--- config.mk ---
export PLATFORM = sky130hd
export DESIGN_NAME = gnpr_regs
export DESIGN_NICKNAME = d
export VERILOG_FILES = /design/src/hdl/gnpr_fault_latch.v /design/src/hdl/gnpr_regs.v
export VERILOG_INCLUDE_DIRS = /design/src /design/src/inc
export SDC_FILE = /design/constraint.sdc
export NUM_CORES = 1
export LEC_CHECK = 0
export BUFFER_PORTS_ARGS = -buffer_cell sky130_fd_sc_hd__buf_4
export CAP_MARGIN = 20
export CORE_MARGIN = 4
export CORE_UTILIZATION = 45
export DETAILED_ROUTE_END_ITERATION = 8
export PLACE_DENSITY = 0.73
export SYNTH_ARGS = -nofsm -noshare
export SYNTH_HDL_FRONTEND = slang
export SYNTH_HIERARCHICAL = 1
export SYNTH_SLANG_ARGS = --single-unit
--- constraint.sdc ---
create_clock -name ref_clk -period 2.65 [get_ports ref_clk]
set_clock_uncertainty 0.1 [all_clocks]
set_input_delay 0.3975 -clock ref_clk [delete_from_list [all_inputs] [get_ports ref_clk]]
set_output_delay 0.3975 -clock ref_clk [all_outputs]
set_load 0.03 [all_outputs]
--- src/inc/gnpr_map.vh ---
`ifndef GNPR_MAP_VH
`define GNPR_MAP_VH

`define GNPR_ADDR_W          5
`define GNPR_REG_NP_TX       5'h07
`define GNPR_REG_LP_NP       5'h08
`define GNPR_REG_GIG_CTRL    5'h09
`define GNPR_REG_GIG_STAT    5'h0a

`define GNPR_NP_TX_RESET     16'h2001
`define GNPR_NP_TX_WMASK     16'hb7ff
`define GNPR_NP_TOGGLE_BIT   11
`define GNPR_GIG_CTRL_RESET  16'h0000
`define GNPR_GIG_CTRL_WMASK  16'hff00

`define GNPR_CTRL_ADV_HD     8
`define GNPR_CTRL_ADV_FD     9
`define GNPR_CTRL_PORT_TYPE  10
`define GNPR_CTRL_CFG_VAL    11
`define GNPR_CTRL_MAN_EN     12
`define GNPR_CTRL_TEST_LSB   13

`define GNPR_TEST_NORMAL     3'h0
`define GNPR_TEST_WAVEFORM   3'h1
`define GNPR_TEST_JIT_MST    3'h2
`define GNPR_TEST_JIT_SLV    3'h3
`define GNPR_TEST_DISTORT    3'h4

`endif

--- src/hdl/gnpr_fault_latch.v ---
`timescale 1ns/1ps
`default_nettype none
// Latch-high, clear-on-read flag; a new event wins over the read clear
module gnpr_fault_latch (
    input  wire ref_clk,
    input  wire rst,
    input  wire soft_rst,
    input  wire set_evt,
    input  wire rd_clr,
    output wire flag
);
    reg flag_ff;
    wire nxt_flag;

    assign nxt_flag = set_evt | (flag_ff & ~rd_clr);

    always @(posedge ref_clk) begin
        if (rst || soft_rst) begin
            flag_ff <= 1'b0;
        end else begin
            flag_ff <= nxt_flag;
        end
    end

    assign flag = flag_ff;
endmodule
`default_nettype wire

--- src/hdl/gnpr_regs.v ---
// Behaviour
// - Next-page transmit bits 10:0 writable message field, reset 0x001.
// - Transmit bit 11 is toggle, read-only, reset zero.
// - Transmit bit 12 writable second acknowledge, reset zero.
// - Transmit bit 13 writable message page resets one; bit 14 reads zero.
// - Transmit bit 15 writable next-page flag, reset zero.
// - Partner next-page register wholly read-only, received word, zero after reset.
// - Control bit 10 port-type preference: one master, zero slave.
// - Control bit 11 forced role under manual configuration: one master.
// - Control bit 12 enables manual master/slave configuration.
// - Control bits 15:13 test mode, codes 0 to 4, others reserved.
// - Status bits 10, 11 show partner gigabit half and full duplex.
// - Status bit 12 shows remote receiver good.
// - Status bit 13 shows local receiver good.
// - Status bit 14 shows resolved role, one master.
// - Status bit 15 latched fault, cleared on read, reset zero.
// - Access only through the management control port, routed by address.
`timescale 1ns/1ps
`default_nettype none
`include "gnpr_map.vh"
module gnpr_regs (
    input  wire        ref_clk,
    input  wire        rst,
    input  wire        soft_rst,
    input  wire        mgmt_req,
    input  wire        mgmt_wr,
    input  wire [4:0]  mgmt_addr,
    input  wire [15:0] mgmt_wdata,
    output reg  [15:0] mgmt_rdata,
    output reg         mgmt_ack,
    input  wire        np_toggle,
    input  wire [15:0] lp_np_word,
    input  wire        lp_np_load,
    input  wire        lp_gig_hd,
    input  wire        lp_gig_fd,
    input  wire        remote_rx_ok,
    input  wire        local_rx_ok,
    input  wire        ms_is_master,
    input  wire        ms_fault_evt,
    input  wire [7:0]  idle_err_cnt,
    output wire [15:0] np_tx_word,
    output wire        adv_gig_hd,
    output wire        adv_gig_fd,
    output wire        pref_master,
    output wire        force_master,
    output wire        manual_ms_en,
    output wire [2:0]  test_mode,
    output wire        test_mode_valid
);
    reg  [15:0] np_tx_ff;
    reg  [15:0] gig_ctrl_ff;
    reg  [15:0] lp_np_ff;
    reg  [15:0] stat_ff;
    reg  [15:0] nxt_rdata;
    wire        wr_np_tx;
    wire        wr_ctrl;
    wire        rd_stat;
    wire        fault_flag;
    wire        clr;

    assign clr      = rst | soft_rst;
    assign wr_np_tx = mgmt_req & mgmt_wr & (mgmt_addr == `GNPR_REG_NP_TX);
    assign wr_ctrl  = mgmt_req & mgmt_wr & (mgmt_addr == `GNPR_REG_GIG_CTRL);
    assign rd_stat  = mgmt_req & ~mgmt_wr & (mgmt_addr == `GNPR_REG_GIG_STAT);

    // Transmit word: writable bits masked, toggle from negotiation logic
    always @(posedge ref_clk) begin
        if (clr) begin
            np_tx_ff <= `GNPR_NP_TX_RESET;
        end else begin
            if (wr_np_tx) begin
                np_tx_ff <= (mgmt_wdata & `GNPR_NP_TX_WMASK) |
                            (np_tx_ff & ~`GNPR_NP_TX_WMASK);
            end
            np_tx_ff[`GNPR_NP_TOGGLE_BIT] <= np_toggle;
            np_tx_ff[14] <= 1'b0;
        end
    end

    always @(posedge ref_clk) begin
        if (clr) begin
            gig_ctrl_ff <= `GNPR_GIG_CTRL_RESET;
        end else if (wr_ctrl) begin
            gig_ctrl_ff <= mgmt_wdata & `GNPR_GIG_CTRL_WMASK;
        end
    end

    // Received word, loaded only by negotiation logic
    always @(posedge ref_clk) begin
        if (clr) begin
            lp_np_ff <= 16'h0000;
        end else if (lp_np_load) begin
            lp_np_ff <= lp_np_word;
        end
    end

    // Status fields sampled each cycle
    always @(posedge ref_clk) begin
        if (clr) begin
            stat_ff <= 16'h0000;
        end else begin
            stat_ff <= {1'b0, ms_is_master, local_rx_ok, remote_rx_ok,
                        lp_gig_fd, lp_gig_hd, 2'b00, idle_err_cnt};
        end
    end

    gnpr_fault_latch u_fault (
        .ref_clk  (ref_clk),
        .rst      (rst),
        .soft_rst (soft_rst),
        .set_evt  (ms_fault_evt),
        .rd_clr   (rd_stat),
        .flag     (fault_flag)
    );

    always @* begin
        case (mgmt_addr)
            `GNPR_REG_NP_TX:    nxt_rdata = np_tx_ff;
            `GNPR_REG_LP_NP:    nxt_rdata = lp_np_ff;
            `GNPR_REG_GIG_CTRL: nxt_rdata = gig_ctrl_ff;
            `GNPR_REG_GIG_STAT: nxt_rdata = {fault_flag, stat_ff[14:0]};
            default:            nxt_rdata = 16'h0000;
        endcase
    end

    // One-cycle answer to each request
    always @(posedge ref_clk) begin
        if (clr) begin
            mgmt_rdata <= 16'h0000;
            mgmt_ack   <= 1'b0;
        end else begin
            mgmt_ack <= mgmt_req;
            if (mgmt_req && !mgmt_wr) begin
                mgmt_rdata <= nxt_rdata;
            end
        end
    end

    assign np_tx_word      = np_tx_ff;
    assign adv_gig_hd      = gig_ctrl_ff[`GNPR_CTRL_ADV_HD];
    assign adv_gig_fd      = gig_ctrl_ff[`GNPR_CTRL_ADV_FD];
    assign pref_master     = gig_ctrl_ff[`GNPR_CTRL_PORT_TYPE];
    assign force_master    = gig_ctrl_ff[`GNPR_CTRL_CFG_VAL];
    assign manual_ms_en    = gig_ctrl_ff[`GNPR_CTRL_MAN_EN];
    assign test_mode       = gig_ctrl_ff[15:13];
    assign test_mode_valid = (test_mode <= `GNPR_TEST_DISTORT);
endmodule
`default_nettype wire

# ---- Word level (Yosys, flattened, before mapping)
# Index checks and enable logic that the tools add are counted.
dict set report totals {
  regBits 71
  latch_bits 0
  mem_bits_rw 0
  romBits 0
  in_bits 58
  output_inout_bits 42
  word_cells 29
  memories 0
}
dict set report classes {
  n_addsub 0
  multipliers 0
  n_div 0
  magnitude_cmp 1
  eq_ne 4
  shift 0
  mux 1
  bitwise_logic 11
  reduce_logical 3
}
# op count
set op_table {}
lappend op_table {{16-bit one-hot mux with 4 select lines} 1}
lappend op_table {{16-bit by 15-bit bitwise OR with 16-bit output} 1}
lappend op_table {{5-bit by 4-bit equality test with 1-bit output, second input constant} 3}
lappend op_table {{1-bit AND} 6}
lappend op_table {{5-bit by 3-bit equality test with 1-bit output, second input constant} 1}
lappend op_table {{3-bit <= comparator, second input constant} 1}
lappend op_table {{1-bit NOT} 2}
lappend op_table {{1-bit bitwise OR} 2}
lappend op_table {{1-bit logical AND} 1}
lappend op_table {{1-bit zero test} 1}
lappend op_table {{1-bit logical OR} 1}

# ---- Depth between registers and ports, before layout
# Gate-level depths: netlist of run 1.
dict set report depth {
  ltp_word 6
  depth_mapped 6
  mapped_depth_nobuf 4
}

# ---- Hierarchy
# The synthesis of run 1 kept the hierarchy.
# module instances cells_per_inst area_each_um2 seq_area_each_um2
set modules_own_cells {}
lappend modules_own_cells {gnpr_regs 1 291 2758.9 1381.3}
lappend modules_own_cells {gnpr_fault_latch 1 4 45.0 20.0}

# ---- Worst setup path after synthesis of run 1
# No wires, ideal clock.
dict set report synth_path {
  path_type {input to register}
  startpoint {in mgmt_addr[0]}
  endpoint {reg u_fault.flag_ff (netlist: u_fault/flag)}
  setup_time_ns 0.115
  t_arrival_ns 1.586
  required_ns 2.435
  path_slack_ns 0.850
  stages 5
  n_path_buf 1
  cell_sequence {or4b_1 buf_6 nor3_1 nor2b_4 o21a_1}
}
dict set report synth_between {
  elab_chain_cells 5
}
# element line
set synth_lines {}
lappend synth_lines {{start, declared} gnpr_regs.v:27} ;# input wire [4:0] mgmt_addr,
lappend synth_lines {{5-bit by 4-bit equality test with 1-bit output} --}
lappend synth_lines {{1-bit AND} gnpr_regs.v:64} ;# assign rd_stat = mgmt_req & ~mgmt_wr & (mgmt_addr == `GNPR_REG_GIG_STAT);
lappend synth_lines {{via rd_stat} gnpr_regs.v:57} ;# wire rd_stat;
lappend synth_lines {{1-bit NOT} gnpr_fault_latch.v:15} ;# assign nxt_flag = set_evt | (flag_ff & ~rd_clr);
lappend synth_lines {{1-bit AND} gnpr_fault_latch.v:15}
lappend synth_lines {{1-bit bitwise OR} gnpr_fault_latch.v:15}
lappend synth_lines {{end signal, assigned} gnpr_fault_latch.v:21} ;# flag_ff <= nxt_flag;
lappend synth_lines {{end, declared} gnpr_fault_latch.v:12} ;# reg flag_ff;
# The timed path passes the listed nets, and every way through them passes these cells.
# A chain may end at the register's enable or synchronous reset.

# ---- Worst setup path in the final report of run 1
# Same ends and word-level chain as after synthesis.

==> flow_summary.json, run 1 <==
{
  "grt_first_pass_wirelength_um": 11400,
  "finalSetupViolations": 0,
  "endpoint": "u_fault/flag",
  "io_buffers": 98,
  "drt-total-wl_um": 7170,
  "tns_ns": 0,
  "hold_viol": 0,
  "routed-wl-met3_um": 514,
  "cellLeakagePower_uw": 0.00159,
  "worst-r2r-setup-slack_ns": 1.45,
  "antenna_violations_before_repair": 0,
  "first_global_vias": 2330,
  "crit_path_cell_trace": "buf_4 -> or4b_1 -> buf_4 -> nor3_1 -> nor2b_4 -> o21a_1",
  "timing.hold.worst.class": "in2reg",
  "cts_made_buffers": 9,
  "power.density_cell_area_nw_per_um2": 560,
  "path_clk_slew_ns": 0.08,
  "cp-startpoint": "mgmt_addr[0]",
  "horiz_die_dim_um": 86.9,
  "drive_above_1_share_pct": 33.6,
  "synthesis.instances": 295,
  "path_class": "in2reg",
  "num_rows": 28,
  "cp_num_cells": 6,
  "drt_pass1_iterations": 4,
  "grt_setup_unrepaired": "no",
  "clockRootBuffer": "sky130_fd_sc_hd__clkbuf_8",
  "delay_of_the_slowest_critical_path_stage_ns": 0.52,
  "vias_per_cell": 5.12,
  "timing.final.crit_period_ns": 1.70,
  "min_period_over_period_pct": 64.1,
  "synth_sequential_area_ratio_pct": 50.0,
  "floorplan.io_pins": 100,
  "design.die.area_um2": 7560,
  "post_route_worst_hold_slack_ns": 0.156,
  "die_h_um": 86.9,
  "route.met2.wl_um": 3390,
  "timing.critical_path.mode_cell": "sky130_fd_sc_hd__buf_4",
  "place_ws_ns": 0.594,
  "drt_first_iter_violations": 105,
  "top_signal_layer_used": "met4",
  "timing_max_transition_violations_final": 0,
  "peakVddDrop_mv": 0.331,
  "crit_path_end_kind": "flip-flop",
  "cp.required_ns": 2.78,
  "total_power_uw": 2120,
  "post_cts_resized": 0,
  "global_route.overflow_total": 0,
  "gp_routability_congestion": 0.758,
  "synth.lib_cells_used.distinct": 31,
  "postSynthRegisterBits": 70,
  "timing.critical_path.max_delay_family": "simple AND/OR/NAND/NOR gates",
  "syn_warnings": 6,
  "synth.cell_area_um2": 2800,
  "fmax_mhz": 588,
  "setup_ws_ns": 0.950,
  "cts.sinks": 70,
  "maxSlewHeadroom_pct": 64.3,
  "end_of_the_worst_register_to_register_path": "mgmt_rdata[11]",
  "detail_route.drc_violations": 0,
  "crit_path_start_kind": "primary input",
  "vias": 2411,
  "core_outline_area_um2": 5990,
  "routedLengthMet1_um": 3190,
  "clk-insertion-delay-late_ns": 0.34,
  "routed_wire_length_per_instance_um": 15.2,
  "cts_hold_repair.buffers": 0,
  "fin_util_pct": 63.1,
  "ant_nets": 0,
  "crit-reg2reg-launch": "gig_ctrl_ff[11]",
  "grtUsageTotal_pct": 19.5,
  "initial_utilization_pct": 46.8,
  "tritoncts": "built",
  "cap_violations": 0,
  "net_count_after_synthesis": 353,
  "crit_path_max_fanout": 12,
  "timing_worst_slew_pin_value_ns": 0.535,
  "syn2layout_area_growth_pct": 34.8,
  "ctsHtreeMaxLevel": 3,
  "place_hpwl_um": 5250,
  "worst-path-buf-inv": 2,
  "r2r.worst_path.cells": 3,
  "cts.repair_timing.setup_buffer_count": 0,
  "syn_area_per_cell_um2": 9.50,
  "crit_path_top_delay_cell": "sky130_fd_sc_hd__or4b_1",
  "pin_count_of_the_biggest_net_entering_global_routing": 29,
  "outcome": "finished clean",
  "antenna_cells_inserted": 0,
  "finalNetCount": 449,
  "cts_buffer_depth": 2,
  "arrival_ns": 1.83
}
==> worst register-to-register path: stages, from the launching register on <==
cell	delay, ns
sky130_fd_sc_hd__dfxtp_1	0.33
sky130_fd_sc_hd__mux2_2	0.26
sky130_fd_sc_hd__a22oi_1	0.24
sky130_fd_sc_hd__a22oi_1	0.14
==> layout by cell type, fill, tap and decap left out, types with 2 or more instances in the layout <==
cell type / Yosys / final
sky130_fd_sc_hd__mux2i_1: 32 / 32
sky130_fd_sc_hd__o21ai_1: 5 / 5
sky130_fd_sc_hd__mux2_2: 8 / 8
sky130_fd_sc_hd__clkbuf_1: 10 / 2
sky130_fd_sc_hd__o21ai_0: 19 / 19
sky130_fd_sc_hd__and2_1: 16 / 16
sky130_fd_sc_hd__nor3_1: 3 / 3
sky130_fd_sc_hd__a22oi_1: 16 / 16
sky130_fd_sc_hd__dfxtp_1: 70 / 70
sky130_fd_sc_hd__clkbuf_8: 0 / 11
sky130_fd_sc_hd__a21oi_1: 10 / 10
sky130_fd_sc_hd__nand2_1: 27 / 27
sky130_fd_sc_hd__nand3_1: 17 / 17
sky130_fd_sc_hd__nor2_1: 37 / 36
sky130_fd_sc_hd__buf_4: 2 / 105
==> logic make-up after synthesis <==
logic type             synth area share, %
and+or+nand+nor                       19.8
DFF                                   50.0
AOI/OAI and AO/OA                     11.3
other                                0.134
muxes                                 14.6
buffers and inverters                 4.10
==> stage by stage <==
step                cells  cell area (µm²)
floorplan             295             2800
detailed placement    455             3580
CTS                   471             3780
finish                471             3780
global placement      455             3580
global route          471             3780
==> layout make-up <==
cell class,instances,area [µm²]
Clock buffer,13,159
Clock inverter,3,42.5
Tap cell,75,93.8
Inverter,1,3.75
Multi-Input combinational cell,204,1290
Sequential cell,70,1400
Fill cell,547,2210
Timing Repair Buffer,105,788
==> layer usage <==
layer	global-route usage, %	vias to the layer above
met5	0	-
met2	30.1	87
met3	3.78	7
met4	7.22	0
li1	-	1210
met1	27.0	1107
==> worst min path at each step <==
stage	end	from	slack [ns]	depth (start not counted)
global route	np_tx_word[11]	np_toggle	0.15	2
floorplan	lp_np_ff[10]	lp_np_ff[10]	0.36	2
global placement	mgmt_rdata[4]	mgmt_rdata[4]	0.34	2
detailed placement	mgmt_rdata[7]	mgmt_rdata[7]	0.34	2
CTS	np_tx_word[11]	np_toggle	0.14	2
finish	np_tx_word[11]	np_toggle	0.16	2
==> synthesized netlist by cell type, drive strengths merged <==
cell    instances  share of area, %
a21oi          10               1.8
nand3b          1              0.27
inv             1              0.13
nor3            4              0.89
dfxtp          70                50
a32oi           1              0.31
nor2b           1              0.49
conb            1              0.13
o21a            1              0.27
nand3          17               3.0
nand2          27               3.6
a2111o          1              0.40
clkbuf         10               1.3
mux2i          32                11
o21ai          24               4.3
nand2b          1              0.22
nor2           38               5.7
nor4b           1              0.85
nand4b          1              0.31
and4            1              0.31
a22oi          16               4.3
buf            10               2.6
and2           16               3.6
mux2            8               3.2
or4b            1              0.36
or2             1              0.22
==> state kept, by name, indices dropped and copies added (netlist names) <==
signal / count
stat_ff: 13
gig_ctrl_ff: 8
lp_np_ff: 16
mgmt_rdata: 16
np_tx_word: 15
mgmt_ack: 1
u_fault/flag: 1
==> where the power goes <==
part	switching (µW)	internal, µW
clock	379	486
sequential	8.61	1070
combinational	81.1	92.3
Power figures use the tool's default switching activity.
==> run 2, diff against run 1 <==
--- a/config.mk
+++ b/config.mk
@@ -9,9 +9,9 @@
 export BUFFER_PORTS_ARGS = -buffer_cell sky130_fd_sc_hd__buf_4
 export CAP_MARGIN = 20
 export CORE_MARGIN = 4
-export CORE_UTILIZATION = 45
+export CORE_UTILIZATION = 44
 export DETAILED_ROUTE_END_ITERATION = 8
-export PLACE_DENSITY = 0.73
+export PLACE_DENSITY = 0.75
 export SYNTH_ARGS = -nofsm -noshare
 export SYNTH_HDL_FRONTEND = slang
 export SYNTH_HIERARCHICAL = 1
==> constraint.sdc (replaced) <==
create_clock -name ref_clk -period 1.4 [get_ports ref_clk]
set_clock_uncertainty 0.1 [all_clocks]
set_input_delay 0.21 -clock ref_clk [delete_from_list [all_inputs] [get_ports ref_clk]]
set_output_delay 0.21 -clock ref_clk [all_outputs]
set_load 0.03 [all_outputs]
==> flow_summary.json, run 2 (same netlist as run 1, synthesis figures left out) <==
{
  "die_h_um": 87.8,
  "cp-startpoint": "gig_ctrl_ff[13]",
  "cts.sinks": 70,
  "grtUsageTotal_pct": 22.0,
  "cts_made_buffers": 9,
  "cp.required_ns": 1.09,
  "p_sw_uw": 872,
  "syn2layout_area_growth_pct": 47.2,
  "arrival_ns": 1.02,
  "clk-insertion-delay-late_ns": 0.34,
  "clockRootBuffer": "sky130_fd_sc_hd__clkbuf_8",
  "routed_wire_length_per_instance_um": 15.9,
  "power_switching_share_pct": 23.0,
  "power.density_cell_area_nw_per_um2": 918,
  "fmax_mhz": 753,
  "path_clk_slew_ns": 0.07,
  "gp_routability_congestion": 0.795,
  "grt_first_pass_wirelength_um": 12800,
  "finalSetupViolations": 0,
  "layout_commonest_cell": "sky130_fd_sc_hd__buf_4",
  "drt_first_iter_violations": 154,
  "antenna_violations_before_repair": 0,
  "r2r.worst_path.cells": 3,
  "vias_per_cell": 5.13,
  "crit_path_cell_trace": "o21ai_1 -> buf_4",
  "share_comb_of_total_power_pct": 11.1,
  "crit_path_max_fanout": 4,
  "tritoncts": "built",
  "horiz_die_dim_um": 87.8,
  "antenna_cells_inserted": 0,
  "final_cell_count_without_fillers": 507,
  "commonest_cells_after_routing_fill_and_taps_aside": "sky130_fd_sc_hd__buf_4 (115), sky130_fd_sc_hd__dfxtp_1 (70), sky130_fd_sc_hd__nor2_1 (36)",
  "design.die.area_um2": 7710,
  "delay_of_the_slowest_critical_path_stage_ns": 0.35,
  "outcome": "finished clean",
  "place.detailed.instances": 466,
  "crit_path_end_kind": "primary output",
  "ctsHtreeMaxLevel": 3,
  "finalNetCount": 489,
  "tns_ns": 0,
  "power_frac_seq_pct": 53.9,
  "floorplan.io_pins": 100,
  "cts_buffer_depth": 2,
  "post_route_worst_hold_slack_ns": 0.0124,
  "endpoint": "test_mode_valid",
  "core_outline_area_um2": 6060,
  "design_area_um2": 4130,
  "global_route.overflow_total": 0,
  "p_int_uw": 2920,
  "crit_path_start_kind": "flip-flop",
  "initial_utilization_pct": 46.3,
  "crit_path_top_delay_cell": "sky130_fd_sc_hd__dfxtp_1",
  "ant_nets": 0,
  "path_class": "reg2out",
  "hold_viol": 0,
  "crit-reg2reg-launch": "gig_ctrl_ff[14]",
  "timing.final.crit_period_ns": 1.33,
  "timing_max_transition_violations_final": 0,
  "vias": 2603,
  "num_rows": 28,
  "dpl_cell_area_um2": 3690,
  "drt-total-wl_um": 8050,
  "cellLeakagePower_uw": 0.00175,
  "worst-r2r-setup-slack_ns": 0.29,
  "power.clock.fraction_pct": 35.0,
  "grt_setup_unrepaired": "no",
  "place_hpwl_um": 5680,
  "peakVddDrop_mv": 0.662,
  "cts.repair_timing.setup_buffer_count": 0,
  "hold_path_depth": 3,
  "io_buffers": 98,
  "pin_count_of_the_biggest_net_entering_global_routing": 29,
  "first_global_vias": 2638,
  "timing.hold.worst.class": "in2reg",
  "min_period_over_period_pct": 94.9,
  "drive_above_1_share_pct": 33.3,
  "cap_violations": 0,
  "final.fill_count": 491,
  "drt_pass1_iterations": 4,
  "end_of_the_worst_register_to_register_path": "mgmt_rdata[14]",
  "detail_route.drc_violations": 0
}
-- run 2: power by group through the flow --
stage | Sequential [µW] | Clock (µW) | Combinational (µW)
floorplan | 2090 | 0 | 159
global placement | 2080 | 0 | 348
detailed placement | 2090 | 0 | 354
CTS | 2040 | 1360 | 419
global route | 2040 | 1450 | 453
finish | 2040 | 1330 | 421
-- run 2: through the flow --
step / setup WS [ns] / power [µW] / util [%]
floorplan: -0.0591 / 2250 / -
global placement: -0.170 / 2430 / 60.8
detailed placement: -0.192 / 2440 / 60.8
CTS: 0.00791 / 3820 / 68.1
global route: 0.00656 / 3950 / 68.1
finish: 0.0712 / 3790 / 68.1
-- run 2: worst max-delay path, delay by kind of cell, from the launching register on --
family / cells / cell delay, ns
compound gates: 1 / 0.16
flops: 1 / 0.35
buf+inv: 1 / 0.18
-- run 2: area by class of cell --
class	count	area (µm²)	area share (%)
flip-flops and latches	70	1400	33.9
clock buffers	10	138	3.33
clock inverters	2	12.5	0.303
repair buffers	145	1170	28.4
inverters	1	3.75	0.0909
well taps	75	93.8	2.27
multi-input cells	204	1310	31.6
-- run 2: worst min path at each step --
| stage | from | end | slack, ns |
|---|---|---|---|
| final | mgmt_wdata[15] | np_tx_word[15] | 0.01 |
| after floorplan | mgmt_req | mgmt_ack | 0.23 |
| after global routing | mgmt_req | mgmt_ack | 0.008 |
| after detailed placement | idle_err_cnt[6] | stat_ff[6] | 0.32 |
| after CTS | mgmt_wdata[15] | np_tx_word[15] | 0.0001 |
| after global placement | np_toggle | np_tx_word[11] | 0.31 |
-- run 2: what timing repair did --
item | 4_1_cts | 5_1_grt
endpoints found under the hold margin | 29 | 0
gates resized for setup | 0 | 1
hold buffers | 29 | 0
setup endpoints to repair | 0 | 1
-- run 2: metal layers --
layer	share of wire, %	vias to the layer above	GRT usage [%]	routed length [µm]
met2	50	91	35.5	3990
met4	1.7	0	10.6	140
met5	0	-	0	0
met1	43	1213	27.9	3420
met3	6.2	13	4.61	499
li1	-	1286	-	-
==> run 3, diff against run 2 <==
--- a/config.mk
+++ b/config.mk
@@ -9,10 +9,9 @@
 export BUFFER_PORTS_ARGS = -buffer_cell sky130_fd_sc_hd__buf_4
 export CAP_MARGIN = 20
 export CORE_MARGIN = 4
-export CORE_UTILIZATION = 44
+export CORE_UTILIZATION = 45
 export DETAILED_ROUTE_END_ITERATION = 8
-export PLACE_DENSITY = 0.75
+export PLACE_DENSITY = 0.76
 export SYNTH_ARGS = -nofsm -noshare
 export SYNTH_HDL_FRONTEND = slang
-export SYNTH_HIERARCHICAL = 1
 export SYNTH_SLANG_ARGS = --single-unit
==> flow_summary.json, run 3 <==
{
  "outcome": "finished clean",
  "cts_buffer_depth": 2,
  "post_synth_edffs": 0,
  "postSynthRegisterBits": 70,
  "num_rows": 28,
  "synth.lib_cells_used.distinct": 37,
  "synthesis.instances": 288,
  "synth-main-ff-cell": "sky130_fd_sc_hd__dfxtp_1",
  "peakVddDrop_mv": 0.705,
  "place.detailed.instances": 458,
  "synth.cell_area_um2": 2870,
  "synth_sequential_area_ratio_pct": 48.8,
  "cell_type_contributing_the_most_total_cell_area_after_synthesis": "sky130_fd_sc_hd__dfxtp_1",
  "grt_first_pass_wirelength_um": 13000,
  "cts.repair_timing.setup_buffer_count": 0,
  "syn_area_per_cell_um2": 9.97,
  "delay_of_the_slowest_critical_path_stage_ns": 0.78,
  "final.fill_count": 473,
  "crit_path_top_delay_cell": "sky130_fd_sc_hd__or4b_2",
  "final-seq-area_um2": 1400,
  "io_buffers": 98,
  "die_h_um": 87.9,
  "pin_count_of_the_biggest_net_entering_global_routing": 54,
  "core_outline_area_um2": 6060,
  "end_of_the_worst_register_to_register_path": "mgmt_rdata[10]",
  "crit_path_cell_trace": "buf_4 -> or4b_2 -> o21ai_0 -> a21oi_1",
  "drt_first_iter_violations": 159,
  "dpl_cell_area_um2": 3780,
  "worst-path-buf-inv": 1,
  "syn_warnings": 0,
  "crit_path_start_kind": "primary input",
  "gp_routability_congestion": 0.807,
  "antenna_cells_inserted": 0,
  "grt_setup_unrepaired": "yes",
  "ant_nets": 0,
  "tritoncts": "built",
  "first_global_vias": 2677,
  "finalSetupViolations": 0,
  "commonest_cells_after_routing_fill_and_taps_aside": "sky130_fd_sc_hd__buf_4 (112), sky130_fd_sc_hd__dfxtp_1 (70), sky130_fd_sc_hd__mux2i_1 (38)",
  "drt_pass1_iterations": 4,
  "power.density_cell_area_nw_per_um2": 969,
  "place_hpwl_um": 5370,
  "cellLeakagePower_uw": 0.00170,
  "r2r.worst_path.cells": 4,
  "timing.hold.worst.class": "in2reg",
  "cp.required_ns": 1.51,
  "timing_max_transition_violations_final": 0,
  "design.die.area_um2": 7720,
  "path_clk_slew_ns": 0.08,
  "ctsHtreeMaxLevel": 3,
  "final_cell_count_without_fillers": 493,
  "antenna_violations_before_repair": 0,
  "grtUsageTotal_pct": 21.9,
  "timing.final.crit_period_ns": 1.39,
  "clockRootBuffer": "sky130_fd_sc_hd__clkbuf_8",
  "horiz_die_dim_um": 87.9,
  "detail_route.drc_violations": 0,
  "vias": 2620,
  "crit-reg2reg-launch": "stat_ff[10]",
  "tns_ns": 0,
  "hold_path_depth": 3,
  "floorplan.io_pins": 100,
  "fmax_mhz": 717,
  "path_class": "in2reg",
  "crit_path_end_kind": "flip-flop",
  "worst-r2r-setup-slack_ns": 0.11,
  "clk-insertion-delay-late_ns": 0.33,
  "min_period_over_period_pct": 99.6,
  "crit_path_max_fanout": 8,
  "holdCritStartpoint": "lp_np_word[8]",
  "vias_per_cell": 5.31,
  "finalNetCount": 471,
  "cts_made_buffers": 9,
  "synthMostInstantiatedCell": "sky130_fd_sc_hd__dfxtp_1",
  "hold-path-endpoint": "lp_np_ff[8]",
  "cts.sinks": 70,
  "cp-startpoint": "mgmt_addr[2]",
  "initial_utilization_pct": 47.4,
  "global_route.overflow_total": 0,
  "ys_async_sr_fraction_pct": 0,
  "cap_violations": 0,
  "timing.critical_path.max_delay_family": "simple AND/OR/NAND/NOR gates",
  "multiInputGateArea_um2": 1400,
  "drt-total-wl_um": 8080,
  "arrival_ns": 1.50,
  "routed_wire_length_per_instance_um": 16.4,
  "design_area_um2": 4180,
  "hold_viol": 0,
  "layout_commonest_cell": "sky130_fd_sc_hd__buf_4",
  "netlist_top_cells_area": "sky130_fd_sc_hd__dfxtp_1 (49%), sky130_fd_sc_hd__mux2i_1 (13%), sky130_fd_sc_hd__a221oi_2 (4.7%), sky130_fd_sc_hd__nor2_1 (4.7%), sky130_fd_sc_hd__and2_1 (3.3%)",
  "drive_above_1_share_pct": 36.6,
  "synth_top_cell_area_share_pct": 48.8,
  "net_count_after_synthesis": 346,
  "synth.top_cells.by_count": "sky130_fd_sc_hd__dfxtp_1 (70), sky130_fd_sc_hd__mux2i_1 (38), sky130_fd_sc_hd__nor2_1 (36)",
  "syn2layout_area_growth_pct": 45.5
}
## run 3: changes by cell type in the layout (fill, tap and decap cells not counted), sizes merged, moves of 5 or more
cell and change:
o21ai -14, mux2i +6, mux2 -8, dlygate4sd3 -12, a21boi +11, a221oi +12
a22oi -6, a21oi +5, nand3 -13
## run 3: final cells by class
type	count	share of cell area (%)
Sequential cell	70	33.5
Multi-Input combinational cell	198	33.5
Timing Repair Buffer	133	25.9
Clock buffer	10	3.29
Tap cell	75	2.25
Clock inverter	6	1.47
Inverter	1	0.0898
## run 3: per-layer routing
layer | track usage, % | share of wire, %
met5 | 0 | 0
met4 | 11.3 | 2.6
met3 | 4.23 | 8.5
met2 | 35.3 | 49
met1 | 27.8 | 40
## run 3: worst max path at each step
stage	to	slack (ns)	depth (start not counted)
2_1_floorplan	mgmt_rdata[11]	-0.1	5
3_3_place_gp	mgmt_rdata[1]	-0.29	5
3_5_place_dp	mgmt_rdata[2]	-0.33	5
4_1_cts	mgmt_rdata[5]	0.004	5
5_1_grt	mgmt_rdata[2]	-0.03	5
6_report	gig_ctrl_ff[14]	0.006	4
## run 3: power by group
| part | internal [µW] | switching [µW] | total [µW] |
|---|---|---|---|
| Sequential | 2020 | 14.9 | 2040 |
| Clock | 865 | 750 | 1610 |
| Combinational | 218 | 179 | 397 |
| Total | 3110 | 944 | 4050 |
## run 3: repair_timing
action / CTS / global route
gates resized for setup: 0 / 3
hold buffers: 17 / 0
endpoints found under the hold margin: 17 / 0
endpoints found under the setup margin: 0 / 9
## run 3: cell families (layout without fill, tap and decap cells)
kind of cell           count (synthesis)  in the layout  share of synthesized area (%)
AOI/OAI and AO/OA                     66             66                           18.0
buffers and inverters                 22            150                           4.23
DFF                                   70             70                           48.8
muxes                                 38             38                           13.2
other                                  1              1                          0.131
and+or+nand+nor                       91             93                           15.6
## run 3: worst min-delay path: cells and delay by family
family,cells,cell delay (ns)
and+or+nand+nor,1,0.07
muxes,1,0.05
buffers and inverters,1,0.08
## run 3: metrics by stage
stage	total power [µW]	util (%)	worst slack (ns)	hold slack, ns
2_1_floorplan	2240	-	-0.0970	0.232
3_3_place_gp	2430	62.3	-0.288	0.314
3_5_place_dp	2430	62.3	-0.334	0.314
4_1_cts	4080	68.4	0.00447	0.0000426
5_1_grt	4220	69.0	-0.0333	0.0143
6_report	4050	69.0	0.00573	0.0108
